--- src/wdro_pkg.sv ---
`default_nettype none
package wdro_pkg;
   // Register byte offsets
   localparam logic [7:0] ADDR_CTRL = 8'h00;
   localparam logic [7:0] ADDR_SCFG = 8'h04;
   localparam logic [7:0] ADDR_CMD = 8'h08;
   localparam logic [7:0] ADDR_CNT = 8'h0c;
   localparam logic [7:0] ADDR_IST = 8'h10;
   localparam logic [7:0] ADDR_IMSK = 8'h14;
   // Command register bits
   localparam int CMD_SERVICE = 0;
   localparam int CMD_END_INIT_INSTRUCTION = 1;
   localparam int CMD_DISABLE = 2;
   localparam int CMD_SOFT_RESET_INSTRUCTION = 3;
   // One-hot reset cause codes
   localparam logic [4:0] CAUSE_WDT = 5'h01;
   localparam logic [4:0] CAUSE_SOFT = 5'h02;
   localparam logic [4:0] CAUSE_SHORT = 5'h04;
   localparam logic [4:0] CAUSE_LONG = 5'h08;
   localparam logic [4:0] CAUSE_POR = 5'h10;
   // Interrupt status bits
   localparam int IRQ_OVF = 0;
   localparam int IRQ_SVC = 1;
   localparam int IRQ_END_INIT_INSTRUCTION = 2;
   localparam int IRQ_W = 3;
   // Prescaler and counter figures
   localparam logic [6:0] PRE_LAST = 7'h7f;
   localparam logic [15:0] CNT_MAX = 16'hffff;
   localparam int RST_LEN_DEF = 16;
   // Timeout with reload ffh, divide by 2
   localparam int TOUT_FF_TICKS = 256;
   localparam int TOUT_FF_CYC = TOUT_FF_TICKS * 2;
   // Control register layout, low half-word
   typedef struct packed {
      logic [7:0] reload_byte;
      logic init_done;
      logic [4:0] cause;
      logic wd_off;
      logic prescale_select;
   } wdro_ctrl_type;
   // System configuration layout
   typedef struct packed {
      logic powerdown_config;
      logic bidir_reset_enable;
   } wdro_scfg_type;
   localparam wdro_ctrl_type CTRL_RST = '{8'h00, 1'b0, 5'h00, 1'b0, 1'b0};
endpackage : wdro_pkg
`default_nettype wire

--- src/wdro_top.sv ---
// Local design decisions: the address map and the AHB-Lite slave port.
`timescale 1ns/1ps
`default_nettype none
module wdro_top #(
   parameter int RST_LEN = wdro_pkg::RST_LEN_DEF
) (
   // Clock and reset
   input wire logic hclk,
   input wire logic hresetn,
   // AHB-Lite slave
   input wire logic hsel,
   input wire logic [31:0] haddr,
   input wire logic [1:0] htrans,
   input wire logic hwrite,
   input wire logic [2:0] hsize,
   input wire logic [31:0] hwdata,
   input wire logic hready,
   output logic [31:0] hrdata,
   output logic hreadyout,
   output logic hresp,
   // Reset input pin, two-way
   input wire logic reset_in_pin_i,
   output logic reset_in_pin_o,
   output logic reset_in_pin_oe,
   // Reset powerdown pin
   input wire logic reset_powerdown_pin_i,
   output logic rpd_pullup_en,
   output logic rpd_pulldown_en,
   // Reset outputs and interrupt
   output logic reset_out_pin,
   output logic sys_reset,
   output logic irq
);
   // Reset sequence states
   typedef enum logic {ST_RUN, ST_RST} wdro_state_type;

   wdro_state_type state; // Sequence state
   wdro_state_type next_state; // Next sequence state
   wdro_pkg::wdro_ctrl_type ctrl; // Control register
   wdro_pkg::wdro_scfg_type scfg; // System config
   logic [15:0] cnt; // Watchdog counter
   logic [6:0] pre; // Prescaler
   logic [7:0] rst_cnt; // Reset stretch counter
   logic drive_kind; // Reset may drive pin
   logic [2:0] ist; // Interrupt status
   logic [2:0] imsk; // Interrupt mask
   logic ap_wr; // Write data phase pending
   logic [7:0] ap_addr; // Latched address
   logic [4:0] next_cause; // Cause of entry

   // Bus address phase accepted
   logic valid;
   assign valid = hsel & hready & htrans[1];

   // Data phase write strobes
   logic wr_ctrl, wr_scfg, wr_cmd, wr_ist, wr_imsk;
   assign wr_ctrl = ap_wr && ap_addr == wdro_pkg::ADDR_CTRL;
   assign wr_scfg = ap_wr && ap_addr == wdro_pkg::ADDR_SCFG;
   assign wr_cmd = ap_wr && ap_addr == wdro_pkg::ADDR_CMD;
   assign wr_ist = ap_wr && ap_addr == wdro_pkg::ADDR_IST;
   assign wr_imsk = ap_wr && ap_addr == wdro_pkg::ADDR_IMSK;

   // Commands only act while running
   logic run, svc, end_init_instruction, dis, soft_reset_instruction;
   assign run = state == ST_RUN;
   assign svc = run && wr_cmd && hwdata[wdro_pkg::CMD_SERVICE];
   assign end_init_instruction = run && wr_cmd && hwdata[wdro_pkg::CMD_END_INIT_INSTRUCTION];
   assign dis = run && wr_cmd && hwdata[wdro_pkg::CMD_DISABLE];
   assign soft_reset_instruction = run && wr_cmd && hwdata[wdro_pkg::CMD_SOFT_RESET_INSTRUCTION];

   // Pin low from outside; own drive masked
   // to avoid holding ourselves in reset
   logic ext_low, short_rst, long_rst;
   assign ext_low = !reset_in_pin_i && !reset_in_pin_oe;
   assign long_rst = ext_low && !reset_powerdown_pin_i;
   assign short_rst = ext_low && reset_powerdown_pin_i;

   // Prescaler tick
   logic tick, wd_on, ovf;
   assign tick = ctrl.prescale_select ? (pre == wdro_pkg::PRE_LAST) : pre[0];
   assign wd_on = !ctrl.wd_off;
   assign ovf = run && wd_on && tick && !svc && cnt == wdro_pkg::CNT_MAX;

   // Any cause that starts a reset sequence
   logic ent;
   assign ent = run && (ovf || soft_reset_instruction || ext_low);

   // Cause selection, watchdog first
   always_comb
   begin
      next_cause = 5'h00;
      if (ovf)
      begin
         next_cause = wdro_pkg::CAUSE_WDT;
      end
      else if (soft_reset_instruction)
      begin
         next_cause = wdro_pkg::CAUSE_SOFT;
      end
      else if (long_rst)
      begin
         next_cause = wdro_pkg::CAUSE_LONG;
      end
      else if (short_rst)
      begin
         next_cause = wdro_pkg::CAUSE_SHORT;
      end
   end

   // Next sequence state
   always_comb
   begin
      next_state = state;
      case (state)
         ST_RUN:
         begin
            if (ent)
            begin
               next_state = ST_RST;
            end
         end
         ST_RST:
         begin
            // Held while pin stays low from outside
            if (!ext_low && rst_cnt == 8'(RST_LEN - 1))
            begin
               next_state = ST_RUN;
            end
         end
         default:
         begin
            next_state = ST_RUN;
         end
      endcase
   end

   // Sequence state and stretch counter
   always_ff @(posedge hclk or negedge hresetn)
   begin
      if (!hresetn)
      begin
         state <= ST_RUN;
         rst_cnt <= 8'h00;
      end
      else
      begin
         state <= next_state;
         if (state == ST_RUN || ext_low)
         begin
            rst_cnt <= 8'h00;
         end
         else
         begin
            rst_cnt <= rst_cnt + 8'h01;
         end
      end
   end

   // Whether the reset may be driven back out
   always_ff @(posedge hclk or negedge hresetn)
   begin
      if (!hresetn)
      begin
         drive_kind <= 1'b0;
      end
      else if (ent)
      begin
         drive_kind <= ovf || soft_reset_instruction || short_rst;
      end
      else if (!run && long_rst)
      begin
         // Asynchronous reset is never driven
         drive_kind <= 1'b0;
      end
   end

   // Control register; cause survives internal reset
   always_ff @(posedge hclk or negedge hresetn)
   begin
      if (!hresetn)
      begin
         ctrl <= wdro_pkg::CTRL_RST;
         ctrl.cause <= wdro_pkg::CAUSE_POR;
      end
      else if (ent)
      begin
         ctrl <= wdro_pkg::CTRL_RST;
         ctrl.cause <= next_cause;
      end
      else if (!run)
      begin
         // Pin held low long enough escalates
         if (long_rst)
         begin
            ctrl.cause <= wdro_pkg::CAUSE_LONG;
         end
      end
      else
      begin
         if (wr_ctrl)
         begin
            ctrl.reload_byte <= hwdata[15:8];
            ctrl.prescale_select <= hwdata[0];
         end
         if (dis && !ctrl.init_done)
         begin
            ctrl.wd_off <= 1'b1;
         end
         if (end_init_instruction)
         begin
            ctrl.init_done <= 1'b1;
            ctrl.cause <= 5'h00;
         end
      end
   end

   // System config, cleared only by power-on
   always_ff @(posedge hclk or negedge hresetn)
   begin
      if (!hresetn)
      begin
         scfg <= '0;
      end
      else if (wr_scfg)
      begin
         scfg <= hwdata[1:0];
      end
   end

   // Prescaler restarts with each run
   always_ff @(posedge hclk or negedge hresetn)
   begin
      if (!hresetn)
      begin
         pre <= 7'h00;
      end
      else if (next_state != ST_RUN)
      begin
         pre <= 7'h00;
      end
      else
      begin
         pre <= pre + 7'h01;
      end
   end

   // Watchdog counter; service beats the tick
   always_ff @(posedge hclk or negedge hresetn)
   begin
      if (!hresetn)
      begin
         cnt <= 16'h0000;
      end
      else if (next_state != ST_RUN)
      begin
         cnt <= 16'h0000;
      end
      else if (svc)
      begin
         cnt <= {ctrl.reload_byte, 8'h00};
      end
      else if (wd_on && tick)
      begin
         cnt <= cnt + 16'h0001;
      end
   end

   // Pins and reset outputs
   always_ff @(posedge hclk or negedge hresetn)
   begin
      if (!hresetn)
      begin
         reset_out_pin <= 1'b0;
         reset_in_pin_o <= 1'b0;
         reset_in_pin_oe <= 1'b0;
         rpd_pullup_en <= 1'b0;
         rpd_pulldown_en <= 1'b0;
         sys_reset <= 1'b0;
      end
      else
      begin
         if (ent)
         begin
            reset_out_pin <= 1'b0;
         end
         else if (end_init_instruction)
         begin
            reset_out_pin <= 1'b1;
         end
         reset_in_pin_o <= 1'b0;
         reset_in_pin_oe <= scfg.bidir_reset_enable && !run && drive_kind;
         rpd_pullup_en <= scfg.powerdown_config && next_state == ST_RUN;
         rpd_pulldown_en <= !reset_in_pin_i;
         sys_reset <= next_state == ST_RST;
      end
   end

   // Interrupt status, set wins over clear
   logic [2:0] ev;
   assign ev = {end_init_instruction, svc, ovf};
   always_ff @(posedge hclk or negedge hresetn)
   begin
      if (!hresetn)
      begin
         ist <= 3'h0;
         imsk <= 3'h0;
         irq <= 1'b0;
      end
      else
      begin
         if (wr_ist)
         begin
            ist <= (ist & ~hwdata[2:0]) | ev;
         end
         else
         begin
            ist <= ist | ev;
         end
         if (wr_imsk)
         begin
            imsk <= hwdata[2:0];
         end
         irq <= |(ist & imsk);
      end
   end

   // Read mux for the address phase
   logic [31:0] rd_mux;
   always_comb
   begin
      case (haddr[7:0])
         wdro_pkg::ADDR_CTRL: rd_mux = {16'h0000, ctrl};
         wdro_pkg::ADDR_SCFG: rd_mux = {30'h0, scfg};
         wdro_pkg::ADDR_CNT: rd_mux = {16'h0000, cnt};
         wdro_pkg::ADDR_IST: rd_mux = {29'h0, ist};
         wdro_pkg::ADDR_IMSK: rd_mux = {29'h0, imsk};
         default: rd_mux = 32'h0000_0000;
      endcase
   end

   // Bus slave: zero wait, always OKAY
   always_ff @(posedge hclk or negedge hresetn)
   begin
      if (!hresetn)
      begin
         ap_wr <= 1'b0;
         ap_addr <= 8'h00;
         hrdata <= 32'h0000_0000;
         hreadyout <= 1'b1;
         hresp <= 1'b0;
      end
      else
      begin
         hreadyout <= 1'b1;
         hresp <= 1'b0;
         ap_wr <= valid && hwrite;
         if (valid)
         begin
            ap_addr <= haddr[7:0];
         end
         if (valid && !hwrite)
         begin
            hrdata <= rd_mux;
         end
      end
   end

   // Timeout bound, reload ffh, divide by 2
   localparam int TO_LO = 1;
   localparam int TO_HI = 514;
endmodule : wdro_top
`default_nettype wire

--- config.mk ---
export PLATFORM = sky130hd
export DESIGN_NAME = wdro_top
export DESIGN_NICKNAME = d
export VERILOG_FILES = /design/src/wdro_pkg.sv /design/src/wdro_top.sv
export SDC_FILE = /design/constraint.sdc
export NUM_CORES = 1
export LEC_CHECK = 0
export BUFFER_PORTS_ARGS = -buffer_cell sky130_fd_sc_hd__buf_2
export CORE_ASPECT_RATIO = 0.7
export CORE_UTILIZATION = 52
export CTS_CLUSTER_SIZE = 28
export DETAILED_ROUTE_END_ITERATION = 8
export GPL_TIMING_DRIVEN = 1
export PLACE_DENSITY = 0.77
export SYNTH_ARGS = -nofsm -noshare
export SYNTH_HDL_FRONTEND = slang
export SYNTH_SLANG_ARGS = --single-unit
--- constraint.sdc ---
create_clock -name hclk -period 2.62 [get_ports hclk]
set_input_delay 0.524 -clock hclk [delete_from_list [all_inputs] [get_ports hclk]]
set_output_delay 0.524 -clock hclk [all_outputs]
set_load 0.05 [all_outputs]
---- Word level (Yosys, flattened, before mapping) ----
Cells that the tools add are included.
W data, S select, Z words.
word-level totals
  register bits ........................... 103
  latch bits .............................. 0
  RAM bits ................................ 0
  memory bits (read-only) ................. 0
  input port bits ......................... 76
  output and inout bits ................... 41
  memories kept ........................... 0
cells by class
  add/subtract/negate cells ............... 3
  multiply operators ...................... 0
  div/mod/pow operators ................... 0
  magnitude comparators ................... 0
  equality and inequality tests ........... 13
  shift operators ......................... 0
  mux-type cells .......................... 28
  bitwise operators ....................... 9
  reductions and logical operators ........ 52
operator list
  operator                 number
  $pmux W16 S5             1
  $mux W16                 4
  $eq A8 B5 Y1 const B     4
  $logic_and A1 B1 Y1      27
  $mux W5                  5
  $eq A8 B4 Y1 const B     3
  $add A16 B1 Y16 const B  1
  $eq A16 B16 Y1 const B   1
  $eq A8 B3 Y1 const B     2
  $logic_not A8 Y1         2
  $mux W8                  2
  $mux W1                  9
  $mux W9                  1
  $add A8 B1 Y8 const B    1
  $logic_not A1 Y1         8
  $reduce_and A2 Y1        4
  $reduce_bool A2 Y1       4
  $add A7 B1 Y7 const B    1
  $eq A7 B7 Y1 const B     1
  $mux W7                  1
  $and A3 B3 Y3            2
  $mux W3                  2
  $mux W6                  1
  $or A3 B3 Y3             2
  10 further kinds         16

---- Logic depth before layout (Yosys ltp) ----
  word-level depth ........................ 14
  mapped depth ............................ 9
  gate-level depth less buffers ........... 6

---- Least setup slack after synthesis ----
OpenSTA, ideal clock, no wires.
  path type ............................... reg-to-reg
  start point ............................. register cnt[0]
  end point ............................... register cnt[13]
  setup time .............................. 142 ps
  arrival time ............................ 2,208 ps
  data required time ...................... 2,478 ps
  setup slack ............................. 270 ps
  stages on the path, launching flop included .. 9
  buffers on the path ..................... 2
  period minus slack after synthesis ...... 2,350 ps
  path through ............................ dfrtp_1 > ha_1 > nand2_1 > or4b_4 > or4_1 > buf_2 > a21oi_4 > buf_6 > a211oi_1
between the ends
  longest elaborated chain between the ends .. 8
  elaborated cells on any way between the ends .. 12
  those cells by class .................... add/sub (1); eq/ne (1); mux (5); reduce/logical (5)
RTL lines
  what                                                             RTL line         source
  start, declared                                                  wdro_top.sv:41   logic [15:0] cnt;
  start signal, assigned                                           wdro_top.sv:260  cnt <= {ctrl.reload_byte, 8'h00};
  start signal, assigned                                           wdro_top.sv:264  cnt <= cnt + 16'h0001;
  $eq A16 B16 Y1 *                                                 wdro_top.sv:82   assign ovf = run && wd_on && tick && !svc && cnt == wdro_pkg::CNT_MAX;
  $logic_and A1 B1 Y1 *                                            wdro_top.sv:82
  $logic_or A1 B1 Y1 * (2 in series)                               wdro_top.sv:86   assign ent = run && (ovf || soft_reset_instruction || ext_low);
  $logic_and A1 B1 Y1 *                                            wdro_top.sv:86
  $mux W1 *                                                        wdro_top.sv:117  if (ent)
  $pmux W1 S2 *                                                    wdro_top.sv:114  case (state)
  via next_state                                                   wdro_top.sv:38   wdro_state_type next_state;
  $reduce_bool A3 Y1 (no source line) or $mux W16 (tied branches)  --
The timed path passes the listed nets; every way through them passes the cells marked *. The select of a mux whose other input is x is not followed.
A chain may end at the register's enable or synchronous reset.

---- Worst setup path after layout ----
  start point ............................. register cnt[3]
  end point ............................... register cnt[13]
between the ends
  longest elaborated chain between the ends .. 8
  elaborated cells on any way between the ends .. 12
  those cells by class .................... add/sub (1); eq/ne (1); mux (5); reduce/logical (5)
RTL lines
  what
  branches (longest 8 deep; another with $add A16 B1 Y16)
Several ways; the timed one is not identified. The select of a mux whose other input is x is not followed.

==> impl_results.md <==
* RSZ-0062 raised after global routing: no
* P&R area growth vs syn at 15.8%
* Worst-path clk slew at around 60 ps
* Min-Delay Path Class: input port to asynchronous set/reset pin
* H-tree depth at 3
* Die X at 110 um
* Kind of critical path: flip-flop to flip-flop
* Gr usage total at 23.6%
* CTS buffer count at 9
* Final Hold Fails at 0
* DRT iter0 DRCs at 255
* NumNets Final at 534
* Power Density at 592 nW/um2
* Final Critical Period at 2500 ps
* Fill cell count at 670
* Vias in the first global route at 3036
* Worst-margin pin slew at 767 ps
* Critical-path cell list: nand4_1 -> or4b_4 -> or4_1 -> a21oi_4 -> buf_12 -> a211oi_1
* Final Util at 62.1%
* Period Utilization, post-route at 95.5%
* Post-synthesis sequential area ratio at 51.6%
* Routed vias/inst at between 5 and 6
* Row count at 27
* Clock Skew at 5.74 ps
* Clock Sinks at between 80 and 90
* Crit-path slowest cell: or4b_4
* Crit end category: flip-flop
* Antenna violations before repair at 0
* Gate Count Post-Synth at 397
* Slowest Stage Delay on Critical Path at 630 ps
* Final antenna diode count at 0
* Final instance area at 4890 um2
* CP Launch Type: flip-flop
* Asr flop ratio synth at 100%
* Leakage power at 2.27 nW
* Max Cap Viol at 0
* Worst Setup Slack, final at 118 ps
* CP Buf/Inv Count at 1
* GP Congestion at 0.870
* Fraction of layout cells with a size suffix above 1 at 22.0%
* WP data arrival at 2690 ps
* Mapped Area at 4220 um2
* Largest buffer count on any clock path at 2
* Final Routed Wirelength at 9340 um
* Fin cells at 560
* First-pass GRT wire length at roughly 15000 um
* Setup Fix Bufs, Post-CTS at 0
* Top FF cell, synth: dfrtp_1
* TritonRoute pass-1 iters at 4
* Most common cell after layout, fill and taps aside: dfrtp_1
* Pre-CTS setup slack at 150 ps
* Status: complete, no violations
* Placed cell areas at 4590 um2
* Syn avg cell area at approximately 11 um2
* Synth Warn # at 0
* Fin. max-slew vios at 0
* VDD IR max at 420 uV
* Core Box Area at 7870 um2
* GRT Residual Overflow at 0
* Post-DRT Antenna Nets at 0
* Largest net degree at the start of global routing at between 40 and 50
* F_max at around 400 MHz
* I/O pin cnt at 117
* Initial core utilization at 53.6%
* Netlist cell types at 55
* Most frequent cells in the layout: 86 x dfrtp_1, 48 x buf_2, 41 x nor2_1
* Die Y at 77.4 um
* Total power at 2.90 mW
* Hold Buf Count CTS at 0
* Crit-path max FO at 15
* Die ar. at 8490 um2
* Final setup violation count at 0
* CTS Root Cell: clkbuf_16
* Reg2Reg Depth at 6
* Relative slew slack at 48.6%
* Stages on the worst setup path at 6
* Placed cells at 545
* CTS tree: done
* Via total after detailed routing at 3231
* Setup_tns at 0 ps
* Drt drc at 0
* Hold slack at 183 ps
* Worst skew pair latency at 340 ps
* PortBufs at 49
* Resized Gates After CTS at 0
* Yosys reg bits at 87
* Final HPWL DP at 6680 um
* Crit path max-delay family: simple AND/OR/NAND/NOR gates
* EDFF count, synth at 0
* WP data required at 2810 ps
* Wire per inst at 16.7 um
path summary, 6_finish.rpt:
path / endpoint / slack [ps] / startpoint
max: cnt[13]$_DFFE_PN0P_ / 120 / cnt[3]$_DFFE_PN0P_
min: ctrl[9]$_DFFE_PN0P_ / 180 / hresetn
max reg2reg: cnt[13]$_DFFE_PN0P_ / 120 / cnt[3]$_DFFE_PN0P_
min reg2reg: rst_cnt[0]$_DFF_PN0_ / 460 / rst_cnt[0]$_DFF_PN0_
max in group asynchronous: ctrl[2]$_DFFE_PN0P_ / 1800 / hresetn
min in group hclk: rpd_pulldown_en$_DFF_PN0_ / 360 / reset_in_pin_i
routing by layer:
layer	routed length (um)	vias to the layer above	GRT usage [%]
met1	4510	1591	34.2
met3	599	6	7.23
met4	62	0	5.60
met5	0	-	0
li1	-	1518	-
met2	4170	116	34.6
layout make-up:
cell class                 instances  area, um2  area share (%)
sequential                        87       2180            44.5
clock buffer                      12        256            5.25
inverter                           7       26.3           0.537
tap                              101        126            2.58
timing repair buffer              64        385            7.88
multi-input combinational        286       1870            38.3
clock inverter                     3       42.5           0.870
state kept, by name, summed over array words and instances (netlist names):
| signal | cells |
|---|---|
| pre | 7 |
| scfg | 2 |
| ap_addr | 8 |
| hrdata | 16 |
| imsk | 3 |
| reset_in_pin_oe | 1 |
| irq | 1 |
| rpd_pulldown_en | 1 |
| reset_out_pin | 1 |
| rst_cnt | 8 |
| sys_reset | 1 |
| ctrl | 16 |
| ist | 3 |
| drive_kind | 1 |
| cnt | 16 |
| ap_wr | 1 |
| rpd_pullup_en | 1 |
report_power, final:
| group | switching [mW] | internal (mW) |
|---|---|---|
| combinational | 0.138 | 0.0622 |
| sequential | 0.0342 | 1.38 |
| clock | 0.498 | 0.784 |
Yosys cell counts, drive strengths merged (3+ instances only):
library cell   n  area share (%)
clkbuf        12             1.1
a21oi          6            0.98
nor4b          4            0.83
nand2         34             3.0
and2           3            0.44
nor4          10             1.6
and3           8             1.2
xnor2         19             3.9
a22o          36             7.5
or2            4            0.59
o2bb2ai        4            0.83
nand4          5            0.74
dfrtp         86              51
nor2          41             3.6
nand3         12             1.4
ha             3            0.89
o21ai          6            0.71
nor3           9             1.2
a211oi         7             1.2
xor2           6             1.2
inv            7            0.62
nand4b         3            0.62
buf           22             3.9
mux2          13             3.5
cells by family (layout without fill, tap and decap cells):
logic type / count (synthesis) / count (layout) / share of synthesized area [%]
compound gates: 74 / 74 / 14.1
xor+xnor: 25 / 25 / 5.19
fa+ha+maj: 3 / 3 / 0.889
buf+inv: 41 / 86 / 5.54
flops: 87 / 87 / 51.6
mux: 15 / 15 / 3.94
other cells: 2 / 19 / 0.178
simple gates: 150 / 150 / 18.6
Power figures use the tool's default switching activity.
